### src/core/phy_ctrl_map.vh
/*
 Constants for the reset, strap and interrupt control block.
 Assumes inclusion by bare name from design files under core/.
*/
`ifndef PHY_CTRL_MAP_VH
`define PHY_CTRL_MAP_VH

// Clock period in picoseconds (125 MHz).
`define CLK_PERIOD_PS       32'h00001F40
// Reset pulse must last this long to be honoured.
`define RESET_MIN_MS        32'h0000000A
// Initialisation time after reset release.
`define INIT_DELAY_MS       32'h00000064
// Picoseconds per millisecond, wide so the cycle products cannot overflow.
`define PS_PER_MS           64'h000000003B9ACA00

// Strap vector bit positions (sampled pin order).
`define STRAP_MODE_HI       2
`define STRAP_MODE_LO       0
`define STRAP_DELAY_BIT     3
`define STRAP_ADDR_HI       6
`define STRAP_ADDR_LO       4
`define STRAP_REG_LO        7
`define STRAP_REG_HI        8
`define STRAP_WIDTH         9

// Regulator selections.
`define REG_EXTERNAL        2'h0
`define REG_2V5             2'h1

// Chip mode codes.
`define MODE_CU_RGMII       3'h0
`define MODE_FIBER_RGMII    3'h1
`define MODE_DUAL_AUTO      3'h2
`define MODE_CU_SGMII       3'h3
`define MODE_BRIDGE_S2R     3'h4
`define MODE_BRIDGE_R2S     3'h5
`define MODE_MC_AUTO        3'h6
`define MODE_MC_FORCE       3'h7

// Broadcast management address and reset values.
`define BCAST_ADDR_ZERO     3'h0
`define EVT_RESET           8'h00
`define MODE_COUNT          8

`endif

### src/core/phy_reset_strap_interrupt_ctrl.v
/*
 Reset sequencing, strap capture, address match and interrupt control.
 Assumes hw_reset_n and strap pins arrive asynchronously; events and
 management strobes are synchronous to clk_i.
*/
// Behaviour
// - Active-low interrupt output asserts on enabled status change.
// - Each condition gated by its own mask bit.
// - Reading the status register deasserts the interrupt.
// - Interrupt is a level held until the status read.
// - Any wake-on-LAN event sets interrupt bit 7, which event bit 7 also sets.
// - Straps sampled and latched when reset releases.
// - Init takes 100 ms; no management access before then.
// - Reset pulses shorter than 10 ms are ignored in run; during init any low pulse restarts reset.
// - Bus address from three strap bits, high means one.
// - Broadcast enable makes address zero also match.
// - A configurable dedicated broadcast address also matches.
// - Delay strap selects no extra receive clock delay or added delay.
// - Regulator strap: 00 external, 01 2.5 V, 1x 1.8 V.
// - Mode strap selects one of eight data flows.
// - Straps map from receive pins and LED pins.
// - Status register clears on read.
`timescale 1ns/100ps
`default_nettype none
`include "phy_ctrl_map.vh"

module phy_reset_strap_interrupt_ctrl #(
  parameter N_EVT       = 8,
  parameter WOL_BIT     = 7,
  parameter RESET_MS    = `RESET_MIN_MS,
  parameter INIT_MS     = `INIT_DELAY_MS,
  parameter RESET_CYC   = (RESET_MS * `PS_PER_MS) / `CLK_PERIOD_PS,
  parameter INIT_CYC    = (INIT_MS * `PS_PER_MS) / `CLK_PERIOD_PS
) (
  // Clock and reset.
  input  wire             clk_i,
  input  wire             rst_b_i,
  // Hardware reset pin.
  input  wire             hw_reset_n_i,
  // Strap pins.
  input  wire [3:0]       rxd_i,
  input  wire             rx_ctl_i,
  input  wire             rx_clk_i,
  input  wire             led_pin_0_i,
  input  wire             led_pin_1_i,
  input  wire             led_pin_2_i,
  // Strap pin release.
  output wire             strap_release_o,
  // Events and interrupt control.
  input  wire [N_EVT-1:0] event_i,
  input  wire             wol_event_i,
  input  wire [N_EVT-1:0] interrupt_enable_mask_i,
  input  wire             status_read_i,
  output wire [N_EVT-1:0] interrupt_event_status_o,
  output wire             mgmt_interrupt_n_o,
  // Management address matching.
  input  wire             broadcast_address_cfg_i,
  input  wire             dedicated_bcast_en_i,
  input  wire [2:0]       dedicated_bcast_addr_i,
  input  wire [2:0]       frame_addr_i,
  output wire             addr_match_o,
  // Configuration outputs.
  output wire [2:0]       strap_bus_address_o,
  output wire             strap_rx_clock_delay_o,
  output wire [1:0]       strap_io_regulator_sel_o,
  output wire [2:0]       chip_mode_o,
  output wire [7:0]       mode_onehot_o,
  output wire             regulator_enable_o,
  output wire             regulator_1v8_o,
  output wire             init_busy_o,
  output wire             mgmt_ready_o,
  output wire             core_reset_o
);

  localparam ST_RUN   = 3'b001;
  localparam ST_RESET = 3'b010;
  localparam ST_INIT  = 3'b100;

  reg  [1:0]              rst_sync_ff;
  reg  [`STRAP_WIDTH-1:0] strap_sync1_ff;
  reg  [`STRAP_WIDTH-1:0] strap_sync2_ff;
  reg  [`STRAP_WIDTH-1:0] strap_ff;
  reg  [2:0]              state_ff;
  reg  [2:0]              nxt_state;
  reg  [31:0]             low_cnt_ff;
  reg  [31:0]             init_cnt_ff;
  reg                     armed_ff;
  reg                     match_ff;
  reg                     st_busy;
  reg                     st_reset;
  reg                     st_ready;
  wire [1:0]              reg_flags;
  wire [`STRAP_WIDTH-1:0] strap_pins;
  wire                    pin_low;
  wire [N_EVT-1:0]        all_events;

  ////////////////////////////////////////////////////////////////////////////
  // Pin order into the strap vector.
  assign strap_pins = {led_pin_2_i, led_pin_1_i,
                       rx_ctl_i, rx_clk_i, led_pin_0_i,
                       rxd_i[0], rxd_i[3:1]};

  function [7:0] mode_decode;
    input [2:0] mode;
    begin
      case (mode)
        `MODE_CU_RGMII: begin
          mode_decode = 8'h01;
        end
        `MODE_FIBER_RGMII: begin
          mode_decode = 8'h02;
        end
        `MODE_DUAL_AUTO: begin
          mode_decode = 8'h04;
        end
        `MODE_CU_SGMII: begin
          mode_decode = 8'h08;
        end
        `MODE_BRIDGE_S2R: begin
          mode_decode = 8'h10;
        end
        `MODE_BRIDGE_R2S: begin
          mode_decode = 8'h20;
        end
        `MODE_MC_AUTO: begin
          mode_decode = 8'h40;
        end
        `MODE_MC_FORCE: begin
          mode_decode = 8'h80;
        end
        default: begin
          mode_decode = 8'h00;
        end
      endcase
    end
  endfunction

  // Bit 1 enables the regulator, bit 0 picks 1.8 V over 2.5 V.
  function [1:0] reg_decode;
    input [1:0] sel;
    begin
      if (sel == `REG_EXTERNAL) begin
        reg_decode = 2'h0;
      end else if (sel == `REG_2V5) begin
        reg_decode = 2'h2;
      end else begin
        reg_decode = 2'h3;
      end
    end
  endfunction

  ////////////////////////////////////////////////////////////////////////////
  // Two-flop synchronisers; only the second stage is read.
  always @(posedge clk_i) begin
    if (!rst_b_i) begin
      // Seen as a held pin, so capture waits for a real synced release.
      rst_sync_ff    <= 2'h0;
      strap_sync1_ff <= {`STRAP_WIDTH{1'b0}};
      strap_sync2_ff <= {`STRAP_WIDTH{1'b0}};
    end else begin
      rst_sync_ff    <= {rst_sync_ff[0], hw_reset_n_i};
      strap_sync1_ff <= strap_pins;
      strap_sync2_ff <= strap_sync1_ff;
    end
  end

  assign pin_low = ~rst_sync_ff[1];

  ////////////////////////////////////////////////////////////////////////////
  // Reset sequencer.  In run a short glitch only restarts the low-time count; in init any low pin returns to reset.
  always @* begin
    nxt_state = state_ff;
    case (state_ff)
      ST_RUN: begin
        if (pin_low && low_cnt_ff >= RESET_CYC - 1) begin
          nxt_state = ST_RESET;
        end
      end
      ST_RESET: begin
        if (!pin_low) begin
          nxt_state = ST_INIT;
        end
      end
      ST_INIT: begin
        if (pin_low) begin
          nxt_state = ST_RESET;
        end else if (init_cnt_ff >= INIT_CYC - 1) begin
          nxt_state = ST_RUN;
        end
      end
      default: begin
        nxt_state = ST_RESET;
      end
    endcase
  end

  always @(posedge clk_i) begin
    if (!rst_b_i) begin
      state_ff <= ST_RESET;
    end else begin
      state_ff <= nxt_state;
    end
  end

  // The low-time count saturates, so a very long pulse cannot wrap it.
  always @(posedge clk_i) begin
    if (!rst_b_i) begin
      low_cnt_ff <= 32'h0;
    end else if (pin_low && low_cnt_ff < RESET_CYC) begin
      low_cnt_ff <= low_cnt_ff + 32'h1;
    end else if (!pin_low) begin
      low_cnt_ff <= 32'h0;
    end
  end

  always @(posedge clk_i) begin
    if (!rst_b_i) begin
      init_cnt_ff <= 32'h0;
    end else if (state_ff == ST_INIT) begin
      init_cnt_ff <= init_cnt_ff + 32'h1;
    end else begin
      init_cnt_ff <= 32'h0;
    end
  end

  // Capture once on release; later pin activity is normal traffic.
  always @(posedge clk_i) begin
    if (!rst_b_i) begin
      armed_ff <= 1'b1;
      strap_ff <= {`STRAP_WIDTH{1'b0}};
    end else if (state_ff == ST_RESET && !pin_low) begin
      strap_ff <= strap_sync2_ff;
      armed_ff <= 1'b0;
    end else if (state_ff == ST_RESET) begin
      armed_ff <= 1'b1;
    end
  end

  // An illegal state code reads as reset, the same as the next state.
  always @* begin
    st_busy  = 1'b0;
    st_reset = 1'b0;
    st_ready = 1'b0;
    case (state_ff)
      ST_RUN: begin
        st_ready = 1'b1;
      end
      ST_RESET: begin
        st_reset = 1'b1;
      end
      ST_INIT: begin
        st_busy = 1'b1;
      end
      default: begin
        st_reset = 1'b1;
      end
    endcase
  end

  assign init_busy_o     = st_busy;
  assign core_reset_o    = st_reset;
  assign mgmt_ready_o    = st_ready;
  assign strap_release_o = ~armed_ff;

  ////////////////////////////////////////////////////////////////////////////
  // Configuration from latched straps.
  assign strap_bus_address_o =
    strap_ff[`STRAP_ADDR_HI:`STRAP_ADDR_LO];
  assign strap_rx_clock_delay_o = strap_ff[`STRAP_DELAY_BIT];
  assign strap_io_regulator_sel_o =
    strap_ff[`STRAP_REG_HI:`STRAP_REG_LO];
  assign reg_flags          = reg_decode(strap_io_regulator_sel_o);
  assign regulator_enable_o = reg_flags[1];
  assign regulator_1v8_o    = reg_flags[0];
  assign chip_mode_o = strap_ff[`STRAP_MODE_HI:`STRAP_MODE_LO];
  assign mode_onehot_o = mode_decode(chip_mode_o);

  ////////////////////////////////////////////////////////////////////////////
  // Address match, registered so the answer is a clean flop.
  always @(posedge clk_i) begin
    if (!rst_b_i) begin
      match_ff <= 1'b0;
    end else begin
      match_ff <= (frame_addr_i == strap_bus_address_o)
        || (broadcast_address_cfg_i
            && frame_addr_i == `BCAST_ADDR_ZERO)
        || (dedicated_bcast_en_i
            && frame_addr_i == dedicated_bcast_addr_i);
    end
  end

  assign addr_match_o = match_ff;

  ////////////////////////////////////////////////////////////////////////////
  // Wake-on-LAN folds into status bit WOL_BIT, which event_i[WOL_BIT] also sets.
  assign all_events = event_i | ({{(N_EVT-1){1'b0}}, wol_event_i}
                                 << WOL_BIT);

  irq_event_unit #(
    .N_EVT (N_EVT)
  ) u_irq (
    .clk_i                    (clk_i),
    .rst_b_i                  (rst_b_i),
    .event_i                  (all_events),
    .interrupt_enable_mask_i  (interrupt_enable_mask_i),
    .status_read_i            (status_read_i),
    .interrupt_event_status_o (interrupt_event_status_o),
    .mgmt_interrupt_n_o       (mgmt_interrupt_n_o)
  );

endmodule

`default_nettype wire

### src/core/irq_event_unit.v
/*
 Interrupt event latch: sticky status bits, mask gating and clear on read.
 Assumes events and read strobe are synchronous to clk_i.
*/
`timescale 1ns/100ps
`default_nettype none
`include "phy_ctrl_map.vh"

module irq_event_unit #(
  parameter N_EVT = 8
) (
  // Clock and reset.
  input  wire             clk_i,
  input  wire             rst_b_i,
  // Events and control.
  input  wire [N_EVT-1:0] event_i,
  input  wire [N_EVT-1:0] interrupt_enable_mask_i,
  input  wire             status_read_i,
  // Status and interrupt.
  output wire [N_EVT-1:0] interrupt_event_status_o,
  output wire             mgmt_interrupt_n_o
);

  reg  [N_EVT-1:0] status_ff;
  reg  [N_EVT-1:0] nxt_status;
  reg              irq_n_ff;

  ////////////////////////////////////////////////////////////////////////////
  // A new event in the read cycle survives the clear, so none is lost.
  always @* begin
    nxt_status = status_ff;
    if (status_read_i) begin
      nxt_status = {N_EVT{1'b0}};
    end
    nxt_status = nxt_status | event_i;
  end

  always @(posedge clk_i) begin
    if (!rst_b_i) begin
      status_ff <= `EVT_RESET;
      irq_n_ff  <= 1'b1;
    end else begin
      status_ff <= nxt_status;
      // Low while any enabled bit stands; read clears it.
      irq_n_ff  <= ~|(nxt_status & interrupt_enable_mask_i);
    end
  end

  assign interrupt_event_status_o = status_ff;
  assign mgmt_interrupt_n_o       = irq_n_ff;

endmodule

`default_nettype wire

### config.mk
export PLATFORM = sky130hd
export DESIGN_NAME = phy_reset_strap_interrupt_ctrl
export DESIGN_NICKNAME = d
export VERILOG_FILES = /design/src/core/phy_reset_strap_interrupt_ctrl.v /design/src/core/irq_event_unit.v
export VERILOG_INCLUDE_DIRS = /design/src /design/src/core
export SDC_FILE = /design/constraint.sdc
export NUM_CORES = 1
export LEC_CHECK = 0
export BUFFER_PORTS_ARGS = -buffer_cell sky130_fd_sc_hd__buf_2
export CORE_MARGIN = 3
export CORE_UTILIZATION = 54
export CTS_CLUSTER_DIAMETER = 100
export CTS_CLUSTER_SIZE = 25
export DETAILED_ROUTE_END_ITERATION = 8
export PLACE_DENSITY = 0.81
export SYNTH_ARGS = -nofsm -noshare
export SYNTH_HDL_FRONTEND = slang
export SYNTH_HIERARCHICAL = 1
export SYNTH_SLANG_ARGS = --single-unit
### constraint.sdc
create_clock -name clk_i -period 4.3 [get_ports clk_i]
set_input_delay 0.43 -clock clk_i [delete_from_list [all_inputs] [get_ports clk_i]]
set_output_delay 0.43 -clock clk_i [all_outputs]
set_load 0.02 [all_outputs]
==> summary.md <==
| Metric | Value |
|---|---|
| Total congestion overflow | `0` |
| Total Power | `2.61 mW` |
| Run status | `complete, no violations` |
| Relative slew slack | `17.0%` |
| DIE HEIGHT | `99.9 um` |
| Pin count of the biggest net entering global routing | `48` |
| Number of filler cells placed in the layout | `643` |
| Netlist Area Pre-Place | `4770 um^2` |
| Number of vias after detailed routing | `3983` |
| Wire per inst | `14.9 um` |
| Setup total negative slack | `0 ns` |
| Worst flop-to-flop path endpoint | `init_cnt_ff[18]` |
| Required time of the worst setup path | `4.65 ns` |
| Static leakage | `2.30 nW` |
| Hold Crit Start | `rxd_i[3]` |
| Number of max-capacitance violations reported | `0` |
| Sink Count | `115` |
| Post-detailed-route via-to-cell ratio | `5.59` |
| Clock Skew | `0.00823 ns` |
| Dpl cell area | `5170 um^2` |
| Period utilisation layout | `58.4%` |
| Maximum clock frequency | `399 MHz` |
| HPWL after DPL | `6990 um` |
| CP Data Arrival Time | `2.86 ns` |
| Total Routing Usage GR | `22.6%` |
| Setup CP Type | `flop to flop` |
| Clock transition at the registers of the reported paths | `0.06 ns` |
| Crit path launch type | `flop` |
| Slew Limit Fails | `0` |
| Finished Core Util | `69.0%` |
| Detail Route Antenna Nets | `0` |
| Syn avg cell area | `9.10 um^2` |
| Post-cts repair resize count | `0` |
| Clock tree buffer depth | `2` |
| Initial cell density of the core | `56.9%` |
| Std cell rows | `33` |
| Path class of the lowest-slack min-delay path | `primary input to flop` |
| Initial antenna violation count | `0` |
| Peak fanout along the critical path | `8` |
| I/O Pins | `71` |
| Count of unique library cells instantiated by Yosys | `53` |
| Min Tclk post-route | `2.51 ns` |
| Worst min-delay path endpoint | `strap_sync1_ff[2]` |
| Initial DRC Count | `224` |
| Number of hold-repair buffers added at the cts stage | `0` |
| Horiz. Die Dim | `99.9 um` |
| Number of clock buffers inserted by TritonCTS | `17` |
| CTS tree | `built` |
| Layout-stage area growth over the synthesis result | `21.4%` |
| Hold Vio Cnt, Final | `0` |
| Share of async-settable or async-resettable flops after synthesis | `0%` |
| Peak VDD IR | `0.000288 V` |
| I/O Buffers | `70` |
| Area of the die | `9990 um^2` |
| Flip-flop and latch count after synthesis | `115` |
| Layout net count | `635` |
| Multi-input combinational cell area | `2350 um^2` |
| Cell area after layout | `5780 um^2` |
| Fraction of final layout cells with drive strength greater than 1 | `18.8%` |
| First-pass GRT wire length | `18100 um` |
| Setup violators final | `0` |
| Share of the yosys chip area belonging to registers | `48.3%` |
| Final WL | `10600 um` |
| Post-CTS Setup Bufs | `0` |
| Number of enable flip-flop cells after synthesis | `0` |
| Clk Latency, worst-skew pair | `0.50 ns` |
| Routability Congestion | `0.874` |
| Ys Warns | `6` |
| Number of instances in the synthesized netlist | `524` |
| Vias in the first global route | `3938` |
| Number of search-and-repair iterations in the first detailed-routing pass | `4` |
| Slack of the worst reg-to-reg path | `1.79 ns` |
| Residual DRC | `0` |
| RR Startpoint | `init_cnt_ff[0]` |
| Primary FF master, synth | `dfxtp_1` |
| P per Cell Area | `451 nW/um^2` |
| Total nets after synthesis | `564` |
| Least-Margin Pin Slew | `1.23 ns` |
| Clk Tree Root Cell | `clkbuf_8` |
| Unrepaired setup endpoints after global routing | `no` |
| Hold Slack | `0.130 ns` |
| H-tree depth | `4` |
| Nature of the critical path endpoint | `flop` |
| Register area | `2300 um^2` |
| Cell count of the worst hold path | `2` |
| Antenna diode count | `0` |
| Core area | `8380 um^2` |
| Cells on worst reg2reg path | `6` |
==> report_power, final <==
group / switching, mW / internal, mW
registers: 0.00987 / 1.09
clock network: 0.489 / 0.934
logic: 0.0502 / 0.0404
total: 0.549 / 2.06
==> registers in the layout, summed over array words and instances, names as in the netlist, 2 cells and up <==
register,count
state_ff,3
rst_sync_ff,2
strap_sync2_ff,9
u_irq/interrupt_event_status_o,8
low_cnt_ff,32
mode_onehot_o,8
strap_ff,9
strap_sync1_ff,9
init_cnt_ff,32
==> worst max-delay path by stage <==
stage / startpoint / end / slack (ns) / cells after the start
floorplan: low_cnt_ff[31] / low_cnt_ff[13] / 2.38 / 6
global placement: rst_b_i / low_cnt_ff[17] / 2.00 / 4
detailed placement: init_cnt_ff[0] / init_cnt_ff[24] / 1.93 / 6
CTS: init_cnt_ff[0] / init_cnt_ff[18] / 1.82 / 6
global route: init_cnt_ff[0] / init_cnt_ff[24] / 1.51 / 6
finish: init_cnt_ff[0] / init_cnt_ff[18] / 1.79 / 6
==> cells by family (layout without fill, tap and decap cells) <==
kind of cell    count (synthesis)  in the layout  share of synthesized area [%]
mux                             2              2                          0.420
flops                         115            115                           48.3
simple gates                  265            265                           31.3
fa+ha+maj                       2              2                          0.525
buf+inv                        26            110                           2.34
compound gates                 81             81                           11.1
xor+xnor                       33             33                           6.06
==> critical path, cell delays in order, from the launching register on <==
cell and delay [ns]:
dfxtp_1 0.40, ha_1 0.27, nand4_1 0.19, nor4_1 0.97, nand4_1 0.24, xor2_1 0.23, nor2_1 0.06
==> cell type report <==
class,count,share of cell area (%)
multi-input combinational,383,40.7
clock buffer,22,8.00
timing repair buffer,72,6.32
clock inverter,10,2.55
inverter,6,0.389
sequential,115,39.8
tap,105,2.27
==> cell usage after synthesis, types with 9 or more instances <==
master / n / share of area [%]
dfxtp_1: 115 / 48
nand2_1: 50 / 3.9
nor2_1: 47 / 3.7
and2_1: 34 / 4.5
nand4_1: 24 / 3.2
nand3_1: 23 / 2.4
xor2_1: 21 / 3.9
a21oi_1: 15 / 1.6
or4_1: 15 / 2.4
clkbuf_1: 13 / 1.0
o21ai_0: 13 / 1.4
xnor2_1: 12 / 2.2
o21a_1: 11 / 1.7
nor3_1: 10 / 1.1
and3_1: 9 / 1.2
nor2b_1: 9 / 1.2
==> placed cells by master (no fill, tap or decap), types with 9 or more instances in the layout <==
master,count
a21oi_1,15
and2_1,34
and3_1,9
buf_2,70
clkbuf_16,16
dfxtp_1,115
nand2_1,50
nand3_1,23
nand4_1,24
nor2_1,47
nor2b_1,9
nor3_1,10
o21a_1,11
o21ai_0,13
or4_1,15
xnor2_1,12
xor2_1,21
==> per-stage QoR <==
step           setup WS (ns)  cells
6_report                1.79    713
5_1_grt                 1.51    713
4_1_cts                 1.82    713
3_5_place_dp            1.93    681
3_3_place_gp            2.00    681
2_1_floorplan           2.38    524
==> routing by layer <==
layer / part of all wire [%] / global-route usage [%] / vias to the layer above
li1: - / - / 1998
met1: 43 / 27.5 / 1861
met2: 49 / 37.7 / 106
met3: 5.6 / 6.46 / 18
met4: 1.9 / 9.35 / 0
met5: 0 / 0 / -
(Power assumes the default switching activity.)
